File: src/anpg_pkg.sv
// Package for the auto-negotiation partner page register bank.
// Assumes a single 100 MHz clock and an AXI4-Lite master with 32-bit data.
package anpg_pkg;

  // ---------------------------------------------------------------
  // Bus geometry
  // ---------------------------------------------------------------
  localparam int ANPG_ADDR_W = 8;
  localparam int ANPG_DATA_W = 32;
  localparam int ANPG_REG_W = 16;

  // ---------------------------------------------------------------
  // Register indices (byte address is four times the index)
  // ---------------------------------------------------------------
  localparam logic [5:0] ANPG_IDX_PARTNER_BASE = 6'h05;
  localparam logic [5:0] ANPG_IDX_EXPANSION = 6'h06;
  localparam logic [5:0] ANPG_IDX_NP_TRANSMIT = 6'h07;
  localparam logic [5:0] ANPG_IDX_PARTNER_NP = 6'h08;
  localparam logic [5:0] ANPG_IDX_NP_CONTROL = 6'h10;

  // ---------------------------------------------------------------
  // Field positions, masks and reset values
  // ---------------------------------------------------------------
  localparam int ANPG_BIT_MORE_PAGES = 15;
  localparam int ANPG_BIT_SEND_TOGGLE = 11;
  localparam int ANPG_BIT_NP_SELECT = 12;
  localparam int ANPG_EXP_RSVD_W = 11;
  localparam logic [15:0] ANPG_TX_WR_MASK = 16'hb7ff;
  localparam logic [15:0] ANPG_TX_RESET = 16'h2001;
  localparam logic [15:0] ANPG_PAGE_RESET = 16'h0000;
  localparam logic ANPG_LOCAL_NP_CAPABLE = 1'h1;

  // ---------------------------------------------------------------
  // Bus responses
  // ---------------------------------------------------------------
  localparam logic [1:0] ANPG_RESP_OKAY = 2'h0;
  localparam logic [1:0] ANPG_RESP_SLVERR = 2'h2;

  // ---------------------------------------------------------------
  // Bus carriers
  // ---------------------------------------------------------------
  typedef struct packed {
    logic awvalid;
    logic [ANPG_ADDR_W-1:0] awaddr;
    logic wvalid;
    logic [ANPG_DATA_W-1:0] wdata;
    logic [3:0] wstrb;
    logic bready;
    logic arvalid;
    logic [ANPG_ADDR_W-1:0] araddr;
    logic rready;
  } anpg_axi_req_t;

  typedef struct packed {
    logic awready;
    logic wready;
    logic bvalid;
    logic [1:0] bresp;
    logic arready;
    logic rvalid;
    logic [ANPG_DATA_W-1:0] rdata;
    logic [1:0] rresp;
  } anpg_axi_rsp_t;

endpackage : anpg_pkg

File: src/anpg_regs.sv
// Partner page, expansion and next page transmit registers behind AXI4-Lite.
// Assumes the negotiation engine runs on ref_clk_i and gives one-cycle pulses.
`timescale 1ns/1ps
`default_nettype none

module anpg_regs
  import anpg_pkg::*;
(
  input wire logic ref_clk_i,
  input wire logic resetn_i,
  input wire logic soft_reset_i,
  input wire anpg_axi_req_t axi_req_i,
  output anpg_axi_rsp_t axi_rsp_o,
  input wire logic page_rx_valid_i,
  input wire logic page_rx_is_next_i,
  input wire logic [ANPG_REG_W-1:0] page_rx_word_i,
  input wire logic parallel_detect_fault_i,
  input wire logic page_sent_i,
  output logic [ANPG_REG_W-1:0] tx_page_o,
  output logic next_page_loaded_o,
  output logic np_store_select_o
);

  // ---------------------------------------------------------------
  // State
  // ---------------------------------------------------------------
  typedef struct packed {
    logic aw_have;
    logic [ANPG_ADDR_W-1:0] aw_addr;
    logic w_have;
    logic [ANPG_DATA_W-1:0] w_data;
    logic [3:0] w_strb;
    anpg_axi_rsp_t rsp;
    logic [ANPG_REG_W-1:0] base_pg;
    logic [ANPG_REG_W-1:0] next_pg;
    logic par_fault;
    logic new_page;
    logic partner_np;
    logic partner_an;
    logic [ANPG_REG_W-1:0] tx_pg;
    logic np_sel;
    logic np_loaded;
  } anpg_state_t;

  localparam anpg_state_t ANPG_STATE_RESET = '{
    aw_addr: '0, w_data: '0, w_strb: '0, rsp: '0,
    base_pg: ANPG_PAGE_RESET, next_pg: ANPG_PAGE_RESET, tx_pg: ANPG_TX_RESET,
    default: 1'b0
  };

  anpg_state_t q, d;
  logic wr_fire;
  logic rd_fire;
  logic [5:0] wr_idx;
  logic [5:0] rd_idx;
  logic [ANPG_REG_W-1:0] lane_mask;
  logic [ANPG_REG_W-1:0] exp_view;

  // ---------------------------------------------------------------
  // Decode helpers
  // ---------------------------------------------------------------
  // Word index from byte address, byte lane mask, expansion view
  assign wr_idx = q.aw_addr[7:2];
  assign rd_idx = axi_req_i.araddr[7:2];
  assign wr_fire = q.aw_have && q.w_have && !q.rsp.bvalid;
  assign rd_fire = axi_req_i.arvalid && q.rsp.arready;
  assign lane_mask = {{8{q.w_strb[1]}}, {8{q.w_strb[0]}}};
  assign exp_view = {{ANPG_EXP_RSVD_W{1'b0}}, q.par_fault, q.partner_np, ANPG_LOCAL_NP_CAPABLE,
                     q.new_page, q.partner_an};

  // ---------------------------------------------------------------
  // Next state
  // ---------------------------------------------------------------
  // Bus handshakes, register writes, page capture and latched flags
  always_comb begin
    d = q;
    d.np_loaded = 1'b0;

    // Write address and data taken in either order
    if (axi_req_i.awvalid && q.rsp.awready) begin
      d.aw_have = 1'b1;
      d.aw_addr = axi_req_i.awaddr;
    end
    if (axi_req_i.wvalid && q.rsp.wready) begin
      d.w_have = 1'b1;
      d.w_data = axi_req_i.wdata;
      d.w_strb = axi_req_i.wstrb;
    end
    d.rsp.awready = !d.aw_have && !q.rsp.bvalid;
    d.rsp.wready = !d.w_have && !q.rsp.bvalid;

    // Read address open while no read answer stands
    d.rsp.arready = !q.rsp.rvalid;

    // Write response ends once the master accepts it
    if (q.rsp.bvalid && axi_req_i.bready) begin
      d.rsp.bvalid = 1'b0;
      d.rsp.awready = 1'b1;
      d.rsp.wready = 1'b1;
    end

    // Read response ends once the master accepts it
    if (q.rsp.rvalid && axi_req_i.rready) begin
      d.rsp.rvalid = 1'b0;
      d.rsp.arready = 1'b1;
    end

    // Latched flags clear on an expansion read
    if (rd_fire) begin
      d.rsp.arready = 1'b0;
      d.rsp.rvalid = 1'b1;
      d.rsp.rresp = ANPG_RESP_OKAY;
      d.rsp.rdata = '0;
      if (rd_idx == ANPG_IDX_PARTNER_BASE) begin
        d.rsp.rdata[ANPG_REG_W-1:0] = q.base_pg;
      end else if (rd_idx == ANPG_IDX_EXPANSION) begin
        d.rsp.rdata[ANPG_REG_W-1:0] = exp_view;
        d.par_fault = 1'b0;
        d.new_page = 1'b0;
      end else if (rd_idx == ANPG_IDX_NP_TRANSMIT) begin
        d.rsp.rdata[ANPG_REG_W-1:0] = q.tx_pg;
      end else if (rd_idx == ANPG_IDX_PARTNER_NP) begin
        d.rsp.rdata[ANPG_REG_W-1:0] = q.next_pg;
      end else if (rd_idx == ANPG_IDX_NP_CONTROL) begin
        d.rsp.rdata[ANPG_BIT_NP_SELECT] = q.np_sel;
      end else begin
        d.rsp.rresp = ANPG_RESP_SLVERR;
      end
    end

    // Register write once both halves are held
    if (wr_fire) begin
      d.aw_have = 1'b0;
      d.w_have = 1'b0;
      d.rsp.bvalid = 1'b1;
      d.rsp.bresp = ANPG_RESP_OKAY;
      if (wr_idx == ANPG_IDX_NP_TRANSMIT) begin
        d.tx_pg = (q.tx_pg & ~(ANPG_TX_WR_MASK & lane_mask)) |
                  (q.w_data[ANPG_REG_W-1:0] & ANPG_TX_WR_MASK & lane_mask);
        d.np_loaded = 1'b1;
      end else if (wr_idx == ANPG_IDX_NP_CONTROL) begin
        if (q.w_strb[1]) begin
          d.np_sel = q.w_data[ANPG_BIT_NP_SELECT];
        end
      end else if (wr_idx == ANPG_IDX_PARTNER_BASE || wr_idx == ANPG_IDX_EXPANSION ||
                   wr_idx == ANPG_IDX_PARTNER_NP) begin
        d.rsp.bresp = ANPG_RESP_OKAY; // Read-only, write ignored
      end else begin
        d.rsp.bresp = ANPG_RESP_SLVERR;
      end
    end

    // Engine flips toggle per transmitted next page
    if (page_sent_i) begin
      d.tx_pg[ANPG_BIT_SEND_TOGGLE] = !q.tx_pg[ANPG_BIT_SEND_TOGGLE];
    end

    // Received page capture; set wins over read clear
    if (page_rx_valid_i) begin
      d.new_page = 1'b1;
      if (!page_rx_is_next_i) begin
        d.base_pg = page_rx_word_i;
        d.partner_np = page_rx_word_i[ANPG_BIT_MORE_PAGES];
        d.partner_an = 1'b1;
      end else if (q.np_sel) begin
        d.next_pg = page_rx_word_i;
      end else begin
        d.base_pg = page_rx_word_i;
      end
    end
    if (parallel_detect_fault_i) begin
      d.par_fault = 1'b1;
    end

    // Separate next page store held clear while unselected
    if (!d.np_sel) begin
      d.next_pg = '0;
    end

    // Software reset returns register fields to reset values
    if (soft_reset_i) begin
      d.base_pg = ANPG_STATE_RESET.base_pg;
      d.next_pg = ANPG_STATE_RESET.next_pg;
      d.tx_pg = ANPG_STATE_RESET.tx_pg;
      d.par_fault = 1'b0;
      d.new_page = 1'b0;
      d.partner_np = 1'b0;
      d.partner_an = 1'b0;
      d.np_sel = 1'b0;
    end
  end

  // ---------------------------------------------------------------
  // State register
  // ---------------------------------------------------------------
  // Ready lines come up after reset release
  always_ff @(posedge ref_clk_i or negedge resetn_i) begin
    if (!resetn_i) begin
      q <= ANPG_STATE_RESET;
    end else begin
      q <= d;
    end
  end

  // Outputs straight from state
  assign axi_rsp_o = q.rsp;
  assign tx_page_o = q.tx_pg;
  assign next_page_loaded_o = q.np_loaded;
  assign np_store_select_o = q.np_sel;

  // ---------------------------------------------------------------
  // Assertions
  // ---------------------------------------------------------------
  a_np_overwrite_base: assert property (@(posedge ref_clk_i) disable iff (!resetn_i)
    page_rx_valid_i && page_rx_is_next_i && !q.np_sel && !soft_reset_i |=> q.base_pg == $past(page_rx_word_i))
    else $error("next page did not overwrite base page");

  a_np_separate_store: assert property (@(posedge ref_clk_i) disable iff (!resetn_i)
    page_rx_valid_i && page_rx_is_next_i && q.np_sel && !soft_reset_i && !wr_fire
    |=> q.next_pg == $past(page_rx_word_i) && $stable(q.base_pg))
    else $error("next page not stored separately");

  a_base_capture: assert property (@(posedge ref_clk_i) disable iff (!resetn_i)
    page_rx_valid_i && !page_rx_is_next_i && !soft_reset_i
    |=> q.base_pg == $past(page_rx_word_i) && q.partner_an)
    else $error("base page not captured");

  a_partner_np_flag: assert property (@(posedge ref_clk_i) disable iff (!resetn_i)
    page_rx_valid_i && !page_rx_is_next_i && !soft_reset_i
    |=> q.partner_np == $past(page_rx_word_i[ANPG_BIT_MORE_PAGES]))
    else $error("partner next page ability wrong");

  a_fault_latch: assert property (@(posedge ref_clk_i) disable iff (!resetn_i)
    parallel_detect_fault_i && !soft_reset_i |=> q.par_fault [*1] ##1 (q.par_fault || $past(rd_fire)))
    else $error("fault flag did not latch");

  a_new_page_latch: assert property (@(posedge ref_clk_i) disable iff (!resetn_i)
    page_rx_valid_i && !soft_reset_i |=> q.new_page)
    else $error("page received flag did not latch");

  a_lh_read_clear: assert property (@(posedge ref_clk_i) disable iff (!resetn_i)
    rd_fire && rd_idx == ANPG_IDX_EXPANSION && !page_rx_valid_i && !parallel_detect_fault_i
    |=> !q.new_page && !q.par_fault && q.rsp.rvalid)
    else $error("latched flags not cleared by read");

  a_exp_read_view: assert property (@(posedge ref_clk_i) disable iff (!resetn_i)
    rd_fire && rd_idx == ANPG_IDX_EXPANSION
    |=> q.rsp.rdata[2] && q.rsp.rdata[31:5] == '0 && q.rsp.rdata[1] == $past(q.new_page))
    else $error("expansion read value wrong");

  a_np_loaded_pulse: assert property (@(posedge ref_clk_i) disable iff (!resetn_i)
    wr_fire && wr_idx == ANPG_IDX_NP_TRANSMIT |=> next_page_loaded_o ##1 !next_page_loaded_o)
    else $error("next page loaded pulse missing");

  a_tx_ack_zero: assert property (@(posedge ref_clk_i) disable iff (!resetn_i)
    !q.tx_pg[14])
    else $error("transmit bit 14 not zero");

  a_tx_toggle_ro: assert property (@(posedge ref_clk_i) disable iff (!resetn_i)
    wr_fire && !page_sent_i && !soft_reset_i |=> $stable(q.tx_pg[ANPG_BIT_SEND_TOGGLE]))
    else $error("transmit toggle changed by a write");

  a_tx_write_mask: assert property (@(posedge ref_clk_i) disable iff (!resetn_i)
    wr_fire && wr_idx == ANPG_IDX_NP_TRANSMIT && q.w_strb[1:0] == 2'h3 && !soft_reset_i
    |=> (q.tx_pg & ANPG_TX_WR_MASK) == ($past(q.w_data[ANPG_REG_W-1:0]) & ANPG_TX_WR_MASK))
    else $error("transmit writable bits wrong");

  a_np_clear_unsel: assert property (@(posedge ref_clk_i) disable iff (!resetn_i)
    !q.np_sel |-> q.next_pg == '0)
    else $error("partner next page not clear");

  a_toggle_flip: assert property (@(posedge ref_clk_i) disable iff (!resetn_i)
    page_sent_i && !soft_reset_i |=> q.tx_pg[ANPG_BIT_SEND_TOGGLE] != $past(q.tx_pg[ANPG_BIT_SEND_TOGGLE]))
    else $error("toggle did not invert");

  a_np_sel_write: assert property (@(posedge ref_clk_i) disable iff (!resetn_i)
    wr_fire && wr_idx == ANPG_IDX_NP_CONTROL && q.w_strb[1] && !soft_reset_i
    |=> q.np_sel == $past(q.w_data[ANPG_BIT_NP_SELECT]))
    else $error("store select not written");

  a_ack_copy: assert property (@(posedge ref_clk_i) disable iff (!resetn_i)
    page_rx_valid_i && !(page_rx_is_next_i && q.np_sel) && !soft_reset_i
    |=> q.base_pg[14] == $past(page_rx_word_i[14]))
    else $error("received ack bit not kept");

  a_soft_reset_vals: assert property (@(posedge ref_clk_i) disable iff (!resetn_i)
    soft_reset_i |=> q.tx_pg == ANPG_TX_RESET && q.base_pg == ANPG_PAGE_RESET && !q.np_sel && !q.new_page)
    else $error("software reset values wrong");

endmodule : anpg_regs
`default_nettype wire

File: config.mk
export PLATFORM = sky130hd
export DESIGN_NAME = anpg_regs
export DESIGN_NICKNAME = d
export VERILOG_FILES = /design/src/anpg_pkg.sv /design/src/anpg_regs.sv
export SDC_FILE = /design/constraint.sdc
export NUM_CORES = 1
export LEC_CHECK = 0
export ABC_AREA = 1
export CORE_ASPECT_RATIO = 1.2
export CORE_UTILIZATION = 51
export CTS_BUF_LIST = sky130_fd_sc_hd__clkbuf_4 sky130_fd_sc_hd__clkbuf_8
export DETAILED_ROUTE_END_ITERATION = 8
export DONT_BUFFER_PORTS = 1
export PLACE_DENSITY = 0.66
export SYNTH_ARGS = -nofsm -noshare
export SYNTH_HDL_FRONTEND = slang
export SYNTH_SLANG_ARGS = --single-unit
File: constraint.sdc
create_clock -name ref_clk_i -period 4.15 [get_ports ref_clk_i]
set_input_delay 0.2075 -clock ref_clk_i [delete_from_list [all_inputs] [get_ports ref_clk_i]]
set_output_delay 0.2075 -clock ref_clk_i [all_outputs]
set_load 0.005 [all_outputs]
Word-level counts from Yosys, hierarchy flattened. Cells that the tools add are included.

Register bits after elaboration: 125. Word-level logic and storage cells: 121.

Equality and inequality tests: 17. Muxes and demuxes: 43. Bitwise logic cells: 4. Reductions and logical operators: 34.

Operator list (count): $mux 16 (9); $mux 53 (1); $mux 37 (1); $eq 6x3->1 const B (6); $mux 36 (1); $and 16x16->16 (2); $mux 32 (1); $mux 2 (13); $mux 18 (1); $ne 3x3->1 const B (6); $reduce_bool 3->1 (6); $not 16->16 (1); $or 16x16->16 (1); $eq 6x4->1 const B (2); $eq 6x5->1 const B (2); $mux 12 (1); $mux 3 (4); $mux 1 (10); $reduce_bool 2->1 (5); $logic_and 1x1->1 (9); $mux 9 (1); $reduce_and 3->1 (3); $reduce_and 2->1 (4); $logic_not 1->1 (5); 2 further kinds (3).

Logic depth before layout (Yosys ltp).
Depth in word-level cells: 7. Depth in mapped cells: 10.

Least setup slack after synthesis. Ideal clock, no wire load.

Kind: reg-to-reg. Start point: register q (netlist bit axi_rsp_o[39]). End point: register q[108] (netlist bit). Setup time: 0.125 ns. Data arrival time: 1.179 ns. Required time: 4.025 ns. Slack: 2.846 ns. Stages on the path, launching flop included: 4. Buffers on the path: 1. Period minus slack after synthesis: 1.304 ns. Path through: dfrtp_1 -> nand2_1 -> buf_2 -> mux2_2.

Longest elaborated chain between the ends: 1.

RTL lines: from (decl) (RTL line anpg_regs.sv:51) `anpg_state_t q, d;`; from (signal assigned) (RTL line anpg_regs.sv:199) `q <= ANPG_STATE_RESET;`; from (signal assigned) (RTL line anpg_regs.sv:201) `q <= d;`; $logic_and 1x1->1 (RTL line anpg_regs.sv:84) `if (axi_req_i.wvalid && q.rsp.wready) begin`.

No other way between the ends. A chain may end at the register's enable or synchronous reset.

Worst setup path in the final report.
Start point: register q (netlist bit np_store_select_o). End point: register q[52] (netlist bit).

Longest elaborated chain between the ends: 2.

RTL lines: $ne 3x3->1 (no line); $reduce_and 2->1 (no line).

No other way between the ends.

==> key figures <==
STA
  • RSZ-0062 raised after global routing: no
  • Max transition margin: 0.4020
  • Period minus WS final: 1.973 ns
  • Worst hold slack: 0.03515 ns
  • Max Freq: 506.9 MHz
  • Final Skew: 0.008736 ns
  • Fin crit share: 0.4754
  • Final Max Tran Viols: 0
  • Worst slew pin tran: 0.8948 ns
  • Final count of hold timing violations: 0
  • Setup violators final: 0
  • Setup TNS: 0 ns

CTS
  • H-tree depth: 3
  • Worst-Skew Late Latency: 0.36 ns
  • Bufs on Longest Clock Path: 2
  • # Post-CTS Setup Buffers: 0
  • CTS tree: yes
  • Number of CTS-inserted buffers: 9
  • Clk root buf: clkbuf_8
  • CTS sink cnt: 100
  • CTS clk-pin slew, worst paths: 0.10 ns

Detailed routing
  • Routed len/inst: 15.47 µm
  • First-pass DRT Iterations: 4
  • Final ANT Viol Nets: 0
  • Vias per cell: 5.236
  • DR vias: 3676
  • Drt drc: 0
  • Detailed Route WL: 10860 µm
  • First-iteration detailed-routing DRC count: 194

Worst setup path
  • Critical Path AT: 2.23 ns
  • Worst-path cell chain: nand2_1 -> nand2_1 -> nand2_1 -> mux2_2
  • Worst setup path start: np_store_select_o$_DFF_PN0_
  • CP top delay family: simple AND/OR/NAND/NOR gates
  • Setup crit end: q[52]$_DFFE_PN0P_
  • CP Class: flip-flop to flip-flop
  • Reg2reg end: q[52]$_DFFE_PN0P_
  • CP Data Required Time: 4.40 ns
  • WP buf/inv: 0
  • CP dominant cell by count: nand2_1
  • WP depth: 4
  • Worst-path fanout max: 26
  • Worst setup EP type: flip-flop
  • Reg2reg path depth: 4
  • FF-to-FF Start: np_store_select_o$_DFF_PN0_
  • Startpoint type of the worst setup path: flip-flop
  • Worst path slowest cell: nand2_1
  • R2R Setup Slk: 2.18 ns
  • Worst stage delay on the critical path: 0.66 ns

Layout
  • Register Area: 2505 µm²
  • # fillers: 898
  • ANT cells: 0
  • Layout cells sized above 1: 0.1330
  • Most frequent cells in the layout: nand2_1, dfrtp_1, nor2_1, inv_1, o21ai_0
  • Total area of multi-input combinational cells: 1863 µm²
  • Non-filler instance count after layout: 702
  • Leading cell type in the layout, fill and taps excluded: nand2_1
  • Net total in the final layout: 654
  • Synthesis-to-finish area growth: 3.342%

GRT
  • Total gr overflow: 0
  • First-pass GRT wire length: 17930 µm
  • Number of global-route vias before repair: 3614
  • Initial antenna violation count: 0
  • Largest net degree at the start of global routing: 101
  • Total Routing Usage GR: 0.2226

Power and ir drop
  • Worst vdd ir: 0.2725 mV
  • Lkg Pwr: 0.002634 µW
  • Cell Pwr Density: 439.0 nW/µm²

Synthesis
  • Post-Syn Area per Cell: 8.629 µm²
  • Cell variety after synth: 33
  • Syn Inst Count: 590
  • Sequential area share after synthesis: 0.4920
  • Netlist Area Pre-Place: 5091 µm²
  • #FFs+latches synth: 100
  • Yosys Warn Count: 0

Floorplanning
  • Num rows: 39
  • Die area: 10390 µm²
  • Core Area: 9613 µm²
  • Die span in x: 93.21 µm
  • Io pins: 139
  • Die span in y: 111.5 µm
  • Initial Util: 0.5296

Flow run
  • Maxcap violations: 0

Hold path
  • Worst hold path type: primary input to flip-flop

Placement
  • Buffers on Ports: 0
  • Final GP Congestion: 0.8285
  • Placed Cells: 655
  • Hpwl dp: 7156 µm

Outcome
  • Outcome: complete, no violations
## final cells by class
| class | instances | share of cell area |
|---|---|---|
| inverters | 61 | 0.04400 |
| repair buffers | 32 | 0.06373 |
| clock inverters | 5 | 0.005232 |
| flip-flops and latches | 100 | 0.4761 |
| clock buffers | 11 | 0.02759 |
| multi-input cells | 370 | 0.3541 |
| well taps | 123 | 0.02925 |
## how the worst min path moves through the flow
stage,startpoint,to,cells past startpoint,slack [ns]
2_1_floorplan,resetn_i,axi_rsp_o[10]$_DFFE_PN0P_,0,-0.09
3_3_place_gp,resetn_i,axi_rsp_o[13]$_DFFE_PN0P_,0,-0.08
3_5_place_dp,resetn_i,axi_rsp_o[12]$_DFFE_PN0P_,0,-0.08
4_1_cts,soft_reset_i,q[36]$_DFFE_PN0P_,3,0.02
5_1_grt,soft_reset_i,q[26]$_DFFE_PN0P_,3,0.03
6_report,soft_reset_i,q[26]$_DFFE_PN0P_,3,0.04
## routing by layer
layer,part of all wire,GRT usage,vias to the layer above
met1,0.41,0.2781,1760
li1,-,-,1774
met2,0.49,0.3652,122
met4,0.027,0.1036,0
met3,0.071,0.04986,20
met5,0,0,-
## cell families (layout without fill, tap and decap cells)
| family | Yosys count | in the layout | share of synthesized area |
|---|---|---|---|
| muxes | 22 | 22 | 0.04866 |
| buffers and inverters | 138 | 109 | 0.1553 |
| AOI/OAI and AO/OA | 61 | 61 | 0.06316 |
| DFF | 100 | 100 | 0.4920 |
| and+or+nand+nor | 268 | 268 | 0.2401 |
| other | 1 | 19 | 0.0007366 |
## synthesized netlist by cell type, drive strengths merged
library cell  instances  share of area
o21ai                42          0.041
dfrtp                98           0.48
nand4                19          0.025
clkbuf                9         0.0066
conb                  1        0.00074
buf                  68           0.10
a22o                  1         0.0017
a32o                  1         0.0020
nand3                35          0.039
mux2                 22          0.049
nor2                 92          0.079
a21oi                14          0.014
o211ai                1         0.0015
dfstp                 2          0.010
a31oi                 1         0.0012
nor3                  1         0.0020
o2111ai               1         0.0017
nand2               121          0.096
inv                  61          0.045
## power by group
part,total [µW],leakage (µW),internal [µW],switching (µW)
combinational,441,0.00127,200,241
sequential,1300,0.00127,1170,136
clock,564,0.0000923,237,327
total,2310,0.00263,1610,704
## worst register-to-register path, stage by stage, from the launching register on
cell     delay [ns]
dfrtp_1        0.50
nand2_1        0.21
nand2_1        0.08
nand2_1        0.66
mux2_2         0.43
## through the flow
stage,instance area [µm²],setup WS [ns],power (µW),util
2_1_floorplan,5159,2.846,1725,-
3_3_place_gp,4761,2.173,1700,0.4952
3_5_place_dp,4761,2.147,1727,0.4952
4_1_cts,5261,2.201,2336,0.5473
5_1_grt,5261,2.055,2455,0.5473
6_report,5261,2.177,2310,0.5473
## what timing repair did
action | 4_1_cts | 5_1_grt
endpoints found under the hold margin | 133 | 0
resized for setup | 0 | 0
hold buffers | 31 | 0
## registers in the layout, summed over array words and instances, names as in the netlist
register and cells:
tx_page_o 15, next_page_loaded_o 1, axi_rsp_o 23, exp_view 4
q 54, np_store_select_o 1, lane_mask 2
Note: power is estimated with default switching activity, not from simulation.
